File: src/sbc_diag_pkg.sv
// constants and types for the diagnostic and mode register bank
// assumes a 16-bit serial frame, MSB first, and a 10 MHz core clock
package sbc_diag_pkg;

  // ---------------------------------------------------------------
  // timing
  // ---------------------------------------------------------------
  localparam int  CLK_PERIOD_NS     = 100;
  localparam real TIMED_WAKE_MS     = 1.0;
  localparam int  TIMED_WAKE_CYCLES =
    int'($ceil(TIMED_WAKE_MS * 1.0e6 / CLK_PERIOD_NS));

  // ---------------------------------------------------------------
  // frame layout
  // ---------------------------------------------------------------
  localparam int FRAME_BITS = 16;
  localparam int RW_BIT     = 15;
  localparam int ADDR_MSB   = 14;
  localparam int ADDR_LSB   = 9;
  localparam int PARITY_BIT = 8;
  localparam int ADDR_FALLS = 7;

  // register addresses (frame bits 14..9)
  localparam logic [5:0] ADDR_CAN_A = 6'h11;
  localparam logic [5:0] ADDR_CAN_B = 6'h12;
  localparam logic [5:0] ADDR_SER   = 6'h13;
  localparam logic [5:0] ADDR_MODE  = 6'h15;

  // low-byte field positions
  localparam int BUS_DOM_BIT  = 3;
  localparam int RX_REC_BIT   = 1;
  localparam int TX_DOM_BIT   = 0;
  localparam int OVERTEMP_BIT = 1;
  localparam int OVERCURR_BIT = 0;
  localparam int SER_SEC_BIT  = 7;
  localparam int SER_CLK_BIT  = 5;
  localparam int SER_REQ_BIT  = 3;
  localparam int SER_PAR_BIT  = 1;
  localparam int KEEPALIVE_BIT  = 7;
  localparam int TIMED_SLP_BIT  = 6;
  localparam int SLEEP_REQ_BIT  = 5;
  localparam int INT_REQ_BIT    = 4;
  localparam int INIT_ST_BIT    = 3;
  localparam int NORMAL_ST_BIT  = 2;
  localparam int DFS_RES_BIT    = 1;
  localparam int SLP_RES_BIT    = 0;

  // reset values
  localparam logic [7:0] GROUP_RST = 8'h00;
  localparam logic [7:0] BYTE_RST  = 8'h00;

  // ---------------------------------------------------------------
  // types
  // ---------------------------------------------------------------
  typedef struct packed {
    logic bus_dominant;
    logic rx_recessive;
    logic tx_dominant;
    logic overtemp;
    logic overcurrent;
  } can_fault_t;

  typedef struct packed {
    logic wake;
    logic io;
    logic preregulator;
    logic core_supply;
    logic misc;
  } group_in_t;

  typedef enum logic [1:0] {
    LP_ACTIVE = 2'b00,
    LP_SLEEP  = 2'b01,
    LP_TIMED  = 2'b10
  } lp_state_t;

endpackage : sbc_diag_pkg

File: src/sbc_diag_and_mode_registers.sv
// diagnostic and mode register bank behind a 16-bit serial port
// assumes serial clock well below core_clk/4; all pins are asynchronous
`timescale 1ns/1ns
module sbc_diag_and_mode_registers #(
  parameter logic KEEPALIVE_DEFAULT = 1'b1,
  parameter int   TIMED_WAKE_CNT    = sbc_diag_pkg::TIMED_WAKE_CYCLES
) (
  input  wire logic                    core_clk,
  input  wire logic                    rst,
  input  wire logic                    sclk,
  input  wire logic                    chip_select_n,
  input  wire logic                    mosi,
  output logic                         miso,
  output logic                         miso_oe_n,
  input  wire sbc_diag_pkg::can_fault_t can_fault,
  input  wire sbc_diag_pkg::group_in_t group_in,
  input  wire logic                    init_state,
  input  wire logic                    normal_state,
  input  wire logic                    wake_event,
  input  wire logic                    deep_failsafe_exit,
  output logic                         keepalive_supply_enable,
  output logic                         low_power_off,
  output logic                         int_pulse
);
  import sbc_diag_pkg::*;

  localparam int NPIN = 17;
  localparam int TW   = $clog2(TIMED_WAKE_CNT + 1);
  // chip select idles high: resetting its stages low would fake a
  // frame end on release and raise a clock count error
  localparam logic [NPIN-1:0] SYNC_RST = {2'b01, {(NPIN - 2){1'b0}}};

  // ---------------------------------------------------------------
  // pin synchronisers
  // ---------------------------------------------------------------
  logic [NPIN-1:0] s1_q;
  logic [NPIN-1:0] s2_q;
  logic [NPIN-1:0] s3_q;
  wire  [NPIN-1:0] pin_vec = {sclk, chip_select_n, mosi, can_fault,
                              group_in, init_state, normal_state,
                              wake_event, deep_failsafe_exit};

  always_ff @(posedge core_clk or posedge rst) begin
    if (rst) begin
      s1_q <= SYNC_RST;
      s2_q <= SYNC_RST;
      s3_q <= SYNC_RST;
    end else begin
      s1_q <= pin_vec;
      s2_q <= s1_q;
      s3_q <= s2_q;
    end
  end

  wire             sclk_s   = s2_q[16];
  wire             cs_n_s   = s2_q[15];
  wire             mosi_s   = s2_q[14];
  wire can_fault_t fault_s  = can_fault_t'(s2_q[13:9]);
  wire group_in_t  group_s  = group_in_t'(s2_q[8:4]);
  wire             init_s   = s2_q[3];
  wire             normal_s = s2_q[2];
  wire             wake_s   = s2_q[1];
  wire             sclk_rise = sclk_s & ~s3_q[16];
  wire             sclk_fall = ~sclk_s & s3_q[16];
  wire             cs_fall   = ~cs_n_s & s3_q[15];
  wire             cs_rise   = cs_n_s & ~s3_q[15];
  wire             dfs_rise  = s2_q[0] & ~s3_q[0];
  wire             in_frame  = ~cs_n_s;

  // ---------------------------------------------------------------
  // flag storage
  // ---------------------------------------------------------------
  logic [4:0] can_q;
  logic [4:0] can_d;
  logic [3:0] ser_q;
  logic [3:0] ser_d;
  logic [1:0] res_q;
  logic [1:0] res_d;
  logic       keep_q;
  logic       keep_d;

  function automatic logic [7:0] read_byte(input logic [5:0] a,
                                           input logic [4:0] c,
                                           input logic [3:0] s,
                                           input logic [1:0] r,
                                           input logic       k,
                                           input logic       ini,
                                           input logic       nrm);
    logic [7:0] b;
    b = BYTE_RST;
    case (a)
      ADDR_CAN_A: begin
        b[BUS_DOM_BIT] = c[4];
        b[RX_REC_BIT]  = c[3];
        b[TX_DOM_BIT]  = c[2];
      end
      ADDR_CAN_B: begin
        b[OVERTEMP_BIT] = c[1];
        b[OVERCURR_BIT] = c[0];
      end
      ADDR_SER: begin
        b[SER_SEC_BIT] = s[3];
        b[SER_CLK_BIT] = s[2];
        b[SER_REQ_BIT] = s[1];
        b[SER_PAR_BIT] = s[0];
      end
      ADDR_MODE: begin
        b[KEEPALIVE_BIT] = k;
        b[INIT_ST_BIT]   = ini;
        b[NORMAL_ST_BIT] = nrm;
        b[DFS_RES_BIT]   = r[1];
        b[SLP_RES_BIT]   = r[0];
      end
      default: b = BYTE_RST;
    endcase
    return b;
  endfunction : read_byte

  function automatic logic known_addr(input logic [5:0] a);
    return (a == ADDR_CAN_A) || (a == ADDR_CAN_B) ||
           (a == ADDR_SER) || (a == ADDR_MODE);
  endfunction : known_addr

  // ---------------------------------------------------------------
  // frame receive and response
  // ---------------------------------------------------------------
  logic [15:0] rx_q;
  logic [4:0]  fcnt_q;
  logic [3:0]  rcnt_q;
  logic        fall_d1_q;
  logic [7:0]  grp_q;
  logic [7:0]  lo_q;
  logic        miso_q;

  // summary bits: serial, wake, transceiver, reserved, io, prereg,
  // core, misc
  wire [7:0] group_now = {|ser_q, group_s.wake, |can_q, 1'b0,
                          group_s.io, group_s.preregulator,
                          group_s.core_supply, group_s.misc};
  wire [5:0] early_addr = rx_q[5:0];
  wire [15:0] resp_word = {grp_q, lo_q};
  wire [3:0] rcnt_nx    = rcnt_q + 4'h1;
  wire [3:0] tx_idx     = 4'hF - rcnt_nx;
  wire       load_lo    = fall_d1_q && (fcnt_q == 5'(ADDR_FALLS));

  always_ff @(posedge core_clk or posedge rst) begin
    if (rst) begin
      rx_q      <= '0;
      fcnt_q    <= '0;
      rcnt_q    <= '0;
      fall_d1_q <= 1'b0;
      grp_q     <= GROUP_RST;
      lo_q      <= BYTE_RST;
      miso_q    <= 1'b0;
    end else begin
      fall_d1_q <= in_frame && sclk_fall;
      if (cs_fall) begin
        fcnt_q <= '0;
        rcnt_q <= '0;
        grp_q  <= group_now;
        lo_q   <= BYTE_RST;
        miso_q <= group_now[7];
      end else if (in_frame) begin
        if (sclk_fall) begin
          rx_q <= {rx_q[14:0], mosi_s};
          if (fcnt_q != 5'h1F) begin
            fcnt_q <= fcnt_q + 5'h1;
          end
        end
        if (sclk_rise && rcnt_q != 4'hF) begin
          rcnt_q <= rcnt_nx;
          miso_q <= resp_word[tx_idx];
        end
        if (load_lo) begin
          lo_q <= read_byte(early_addr, can_q, ser_q, res_q, keep_q,
                            init_s, normal_s);
        end
      end
    end
  end

  assign miso      = miso_q;
  assign miso_oe_n = cs_n_s;

  // ---------------------------------------------------------------
  // frame check at chip select release
  // ---------------------------------------------------------------
  wire [5:0] f_addr   = rx_q[ADDR_MSB:ADDR_LSB];
  wire       f_write  = rx_q[RW_BIT];
  wire       cnt_ok   = (fcnt_q == 5'(FRAME_BITS));
  // odd parity over the whole word, parity bit included
  wire       par_ok   = ^rx_q;
  wire       sec_ok   = rx_q[3:0] ==
                        {~rx_q[5], ~rx_q[4], rx_q[7], rx_q[6]};
  wire       rd_shape = (rx_q[PARITY_BIT:0] == 9'h000);
  wire       is_mode  = (f_addr == ADDR_MODE);
  wire       end_ok   = cs_rise && cnt_ok;

  wire set_clk = cs_rise && !cnt_ok;
  wire set_par = end_ok && f_write && !par_ok;
  wire set_sec = end_ok && f_write && is_mode && !sec_ok;
  wire set_req = end_ok && (f_write ? !is_mode
                 : (!known_addr(f_addr) || !rd_shape));
  wire write_ok = end_ok && f_write && is_mode && par_ok && sec_ok;
  wire read_ok  = end_ok && !f_write && known_addr(f_addr) && rd_shape;

  // clear only what was actually returned, so a flag rising during
  // the frame survives to the next read
  wire [4:0] can_clr = {read_ok && f_addr == ADDR_CAN_A && lo_q[BUS_DOM_BIT],
                        read_ok && f_addr == ADDR_CAN_A && lo_q[RX_REC_BIT],
                        read_ok && f_addr == ADDR_CAN_A && lo_q[TX_DOM_BIT],
                        read_ok && f_addr == ADDR_CAN_B && lo_q[OVERTEMP_BIT],
                        read_ok && f_addr == ADDR_CAN_B && lo_q[OVERCURR_BIT]};
  wire [3:0] ser_clr = {4{read_ok && f_addr == ADDR_SER}} &
                       {lo_q[SER_SEC_BIT], lo_q[SER_CLK_BIT],
                        lo_q[SER_REQ_BIT], lo_q[SER_PAR_BIT]};
  wire [1:0] res_clr = {2{read_ok && is_mode}} &
                       {lo_q[DFS_RES_BIT], lo_q[SLP_RES_BIT]};

  // ---------------------------------------------------------------
  // low-power control
  // ---------------------------------------------------------------
  lp_state_t     lp_q;
  lp_state_t     lp_d;
  logic [TW-1:0] tmr_q;
  logic [TW-1:0] tmr_d;
  logic          int_q;
  logic          wake_done;

  wire req_timed = write_ok && rx_q[TIMED_SLP_BIT];
  wire req_sleep = write_ok && rx_q[SLEEP_REQ_BIT];

  always_comb begin
    lp_d      = lp_q;
    tmr_d     = tmr_q;
    wake_done = 1'b0;
    case (lp_q)
      LP_ACTIVE: begin
        // timed sleep takes priority when both requests arrive
        if (req_timed) begin
          lp_d  = LP_TIMED;
          tmr_d = TW'(TIMED_WAKE_CNT - 1);
        end else if (req_sleep) begin
          lp_d = LP_SLEEP;
        end
      end
      LP_SLEEP: begin
        if (wake_s) begin
          lp_d      = LP_ACTIVE;
          wake_done = 1'b1;
        end
      end
      LP_TIMED: begin
        if (tmr_q == '0 || wake_s) begin
          lp_d      = LP_ACTIVE;
          wake_done = 1'b1;
        end else begin
          tmr_d = tmr_q - TW'(1);
        end
      end
      default: lp_d = LP_ACTIVE;
    endcase
  end

  // ---------------------------------------------------------------
  // flag next values: a new event wins over a read clear
  // ---------------------------------------------------------------
  assign can_d = (can_q & ~can_clr) |
                 {fault_s.bus_dominant,
                  fault_s.rx_recessive,
                  fault_s.tx_dominant,
                  fault_s.overtemp,
                  fault_s.overcurrent};
  assign ser_d = (ser_q & ~ser_clr) |
                 {set_sec, set_clk, set_req, set_par};
  assign res_d = (res_q & ~res_clr) | {dfs_rise, wake_done};
  assign keep_d = write_ok ? rx_q[KEEPALIVE_BIT] : keep_q;

  always_ff @(posedge core_clk or posedge rst) begin
    if (rst) begin
      can_q  <= '0;
      ser_q  <= '0;
      res_q  <= '0;
      keep_q <= KEEPALIVE_DEFAULT;
      lp_q   <= LP_ACTIVE;
      tmr_q  <= '0;
      int_q  <= 1'b0;
    end else begin
      can_q  <= can_d;
      ser_q  <= ser_d;
      res_q  <= res_d;
      keep_q <= keep_d;
      lp_q   <= lp_d;
      tmr_q  <= tmr_d;
      int_q  <= write_ok && rx_q[INT_REQ_BIT];
    end
  end

  assign keepalive_supply_enable = keep_q;
  assign low_power_off           = (lp_q != LP_ACTIVE);
  assign int_pulse               = int_q;

endmodule : sbc_diag_and_mode_registers

File: config.mk
export PLATFORM = sky130hd
export DESIGN_NAME = sbc_diag_and_mode_registers
export DESIGN_NICKNAME = d
export VERILOG_FILES = /design/src/sbc_diag_pkg.sv /design/src/sbc_diag_and_mode_registers.sv
export SDC_FILE = /design/constraint.sdc
export NUM_CORES = 1
export LEC_CHECK = 0
export ABC_AREA = 1
export BUFFER_PORTS_ARGS = -buffer_cell sky130_fd_sc_hd__clkbuf_2
export CAP_MARGIN = 30
export CELL_PAD_IN_SITES_DETAIL_PLACEMENT = 1
export CELL_PAD_IN_SITES_GLOBAL_PLACEMENT = 2
export CORE_MARGIN = 4
export CORE_UTILIZATION = 36
export CTS_BUF_LIST = sky130_fd_sc_hd__clkbuf_8
export DETAILED_ROUTE_END_ITERATION = 7
export PLACE_DENSITY = 0.87
export RECOVER_POWER = 50
export REMOVE_ABC_BUFFERS = 1
export SYNTH_ARGS = -nofsm -noshare
export SYNTH_HDL_FRONTEND = slang
export SYNTH_SLANG_ARGS = --single-unit
export TNS_END_PERCENT = 10
File: constraint.sdc
create_clock -name core_clk -period 3.51 [get_ports core_clk]
set_input_delay 0.702 -clock core_clk [delete_from_list [all_inputs] [get_ports core_clk]]
set_output_delay 0.702 -clock core_clk [all_outputs]
set_load 0.02 [all_outputs]
==> run summary <==
status -> finished with violations
failing checks -> max-capacitance violations, max-slew violations
CP Launch Point -> rx_q[1]$_DFFE_PP0P_
WL met1 -> 5.12 mm
synthesized area -> 5010 sq um
post-synthesis mux area share -> 0%
worst slew pin tran -> 2130 ps
largest net degree at the start of global routing -> 59
RSZ-0062 raised after global routing -> no
Synth Area in Adders -> 4.25%
port bufs -> 23
compound-gate portion of the synthesized area -> 10.8%
hold crit path type -> reg2reg
Min Hold Slack -> 356 ps
clock insertion delay at the later pin of the skew report -> 380 ps
endpoints failing hold -> 0
ANT cells -> 0
max cap viols -> 1
Antenna Nets Post-Route -> 0
Pwr Total -> 2290 uW
chip height -> 126 microns
Required @ worst endpoint -> 3760 ps
clk slew on worst S/H paths -> 90 ps
routed wl met3 -> 259 microns
Yosys cell types -> 39
Post CTS Setup Buffer Count -> 0
Root Driver -> clkbuf_8
post-synth top area share -> 51.0%
worst-case clock buffer depth -> 2
vias in the first global route -> 3982
Total Neg Setup Slack -> 0 ps
fin nets -> 638
syn avg cell area -> 8.73 sq um
die width -> 126 microns
WS Path Type -> reg2reg
DIE AREA -> 15900 sq um
vias -> 3745
HPWL after DPL -> 7.96 mm
WP data arrival -> 2570 ps
clk sinks -> 106
cts-stage hold buffer count -> 0
fin. max-slew vios -> 49
Yosys top cell by area -> dfrtp_1
number of synthesized register bits -> 106
Max Freq -> 432 MHz
I/O pins -> 24
Top Metal Used -> met4
Core ar. -> 13500 sq um
Vias/cell -> 4.78
grt total ovfl -> 0
r2r startpoint -> rx_q[1]$_DFFE_PP0P_
Placement Rows -> 42
startpoint types -> register
footprint of the multi-input gates -> 1990 sq um
post-route minimum period -> 2310 ps
DRT Pass-1 Iters -> 4
final wirelength -> 10.7 mm
setup violators final -> 0
Final GP Congestion -> 0.803
Static Leak -> 0.00260 uW
main combinational cell family by area after synthesis -> simple AND/OR/NAND/NOR gates
CTS tree -> built
number of remaining DRC errors -> 0
Post-Synth Simple-Gate Area -> 22.4%
initial antenna violation count -> 0
post-synthesis xor/xnor area fraction -> 2.27%
fin crit share -> 65.9%
post-synthesis sequential area ratio -> 53.1%
drt wl/cell -> 13.7 microns
Max rail drop VDD -> 0.000378 V
met2 WL -> 5.25 mm
Initial DRC Count -> 140
Initial Util -> 37.2%
clk_skew -> 14.2 ps
FILL cells -> 1631
Hold Path Origin -> s1_q[14]$_DFF_PP0_
CP Capture Type -> register
worst-path fanout max -> 26
yosys warns -> 0
P&R area growth vs syn -> 9.97%
Storage cell area -> 2660 sq um
Inserted Clock Buffers -> 9
PwrDens -> 416 nW/um^2
synth top area cells -> dfrtp_1 51%, nand2_1 11%, inv_1 6.1%, o21ai_0 4.8%, ha_1 4.2%
global-route wire length before repair -> 19.1 mm
normalized max-slew margin -> -42.9%
All-Layer GR Usage -> 14.6%
share of layout cells above drive strength 1 -> 12.9%
cell count after synthesis -> 574
H-tree Lvls -> 3
Resize count post-CTS -> 0
==> layout make-up <==
cell class,count,area share (%)
clock inverter,7,0.977
sequential,106,48.3
clock buffer,9,2.25
multi-input combinational,375,36.1
tap,176,4.00
inverter,84,5.75
timing repair buffer,26,2.70
==> layer usage <==
metal | vias to the layer above | global-route usage (%)
met2 | 28 | 24.3
li1 | 1878 | -
met3 | 10 | 3.90
met4 | 0 | 3.91
met1 | 1829 | 18.9
met5 | - | 0
==> through the flow <==
| stage | worst slack (ps) | cell area [sq um] | util, % | instances |
|---|---|---|---|---|
| 6_report | 1200 | 5510 | 40.9 | 783 |
| 5_1_grt | 921 | 5510 | 40.9 | 783 |
| 4_1_cts | 1170 | 5510 | 41.0 | 783 |
| 3_5_place_dp | 1190 | 5330 | 39.6 | 767 |
| 3_3_place_gp | 1320 | 5330 | 39.6 | 767 |
| 2_1_floorplan | 25.7 | 4960 | - | 565 |
==> path summary, 6_finish.rpt <==
path                       slack, ps  cells past startpoint                             endpoint
setup / recovery                1200                     12                tmr_q[13]$_DFFE_PP0P_
hold / removal                   360                      0                   s2_q[14]$_DFF_PP0_
setup reg to reg                1200                     12                tmr_q[13]$_DFFE_PP0P_
hold reg to reg                  360                      0                   s2_q[14]$_DFF_PP0_
max in group asynchronous       1560                      3  keepalive_supply_enable$_DFFE_PP1N_
min in group asynchronous        860                      2                   s1_q[13]$_DFF_PP0_
==> sequential cells by signal (all words and copies together), names as in the netlist <==
signal,count
s1_q,17
s2_q,17
rx_q,16
tmr_q,14
grp_q,7
lo_q,6
can_q,5
fcnt_q,5
rcnt_q,4
ser_q,4
s3_q,3
lp_q,2
res_q,2
fall_d1_q,1
int_pulse,1
keepalive_supply_enable,1
miso,1
==> critical path, stage by stage (launching register included) <==
cell     delay (ps)
dfrtp_1         440
inv_1           110
ha_1            290
xnor2_1         270
inv_1           100
nand2_1          80
nand2_1          60
nand3_1         120
nand2_2         110
nand3_4          90
nand2_4          70
nand2_4         310
o21ai_0         150
==> placed cells by master, fill, tap and decap left out, types with 5 or more instances in the layout <==
cell	netlist	final
a21oi_1	13	13
clkbuf_2	0	22
clkbuf_8	0	9
dfrtp_1	102	102
ha_1	17	17
inv_1	81	81
nand2_1	147	147
nand2_2	8	8
nand3_1	30	30
nand4_1	6	6
nor2_1	40	40
nor3_1	5	5
o21ai_0	48	48
o21ai_2	11	11
xnor2_1	5	5
xor2_1	8	8
==> where the power goes <==
part	internal, uW	switching, uW
clock network	263	431
logic	101	182
registers	1270	40.7
total	1640	654
==> cells in the mapped netlist <==
master,n
xor2_1,8
ha_1,17
a221oi_1,2
a211oi_1,1
o22ai_1,3
nand3_4,1
nand2_2,8
dfstp_2,4
clkbuf_1,7
nor3_4,1
inv_1,81
o211ai_1,4
o41ai_1,1
o31ai_1,1
nor3_1,5
buf_6,2
nor2_1,40
nand2_4,2
or2_2,3
o21a_1,1
o32ai_1,1
nor4_1,4
o21bai_1,1
nor2_4,1
nand3_2,1
a31oi_1,2
nand3_1,30
o21ai_0,48
nand3b_1,2
o21ai_2,11
dfrtp_1,102
nand4_1,6
inv_2,3
o21ai_1,1
a21oi_1,13
xnor2_1,5
nand2_1,147
nor2_2,3
a22oi_1,1
==> cell families (layout without fill, tap and decap cells) <==
family / Yosys count / after routing
simple gates: 254 / 254
xor+xnor: 13 / 13
fa+ha+maj: 17 / 17
flops: 106 / 106
buf+inv: 93 / 126
compound gates: 91 / 91
(Power assumes the default switching activity.)
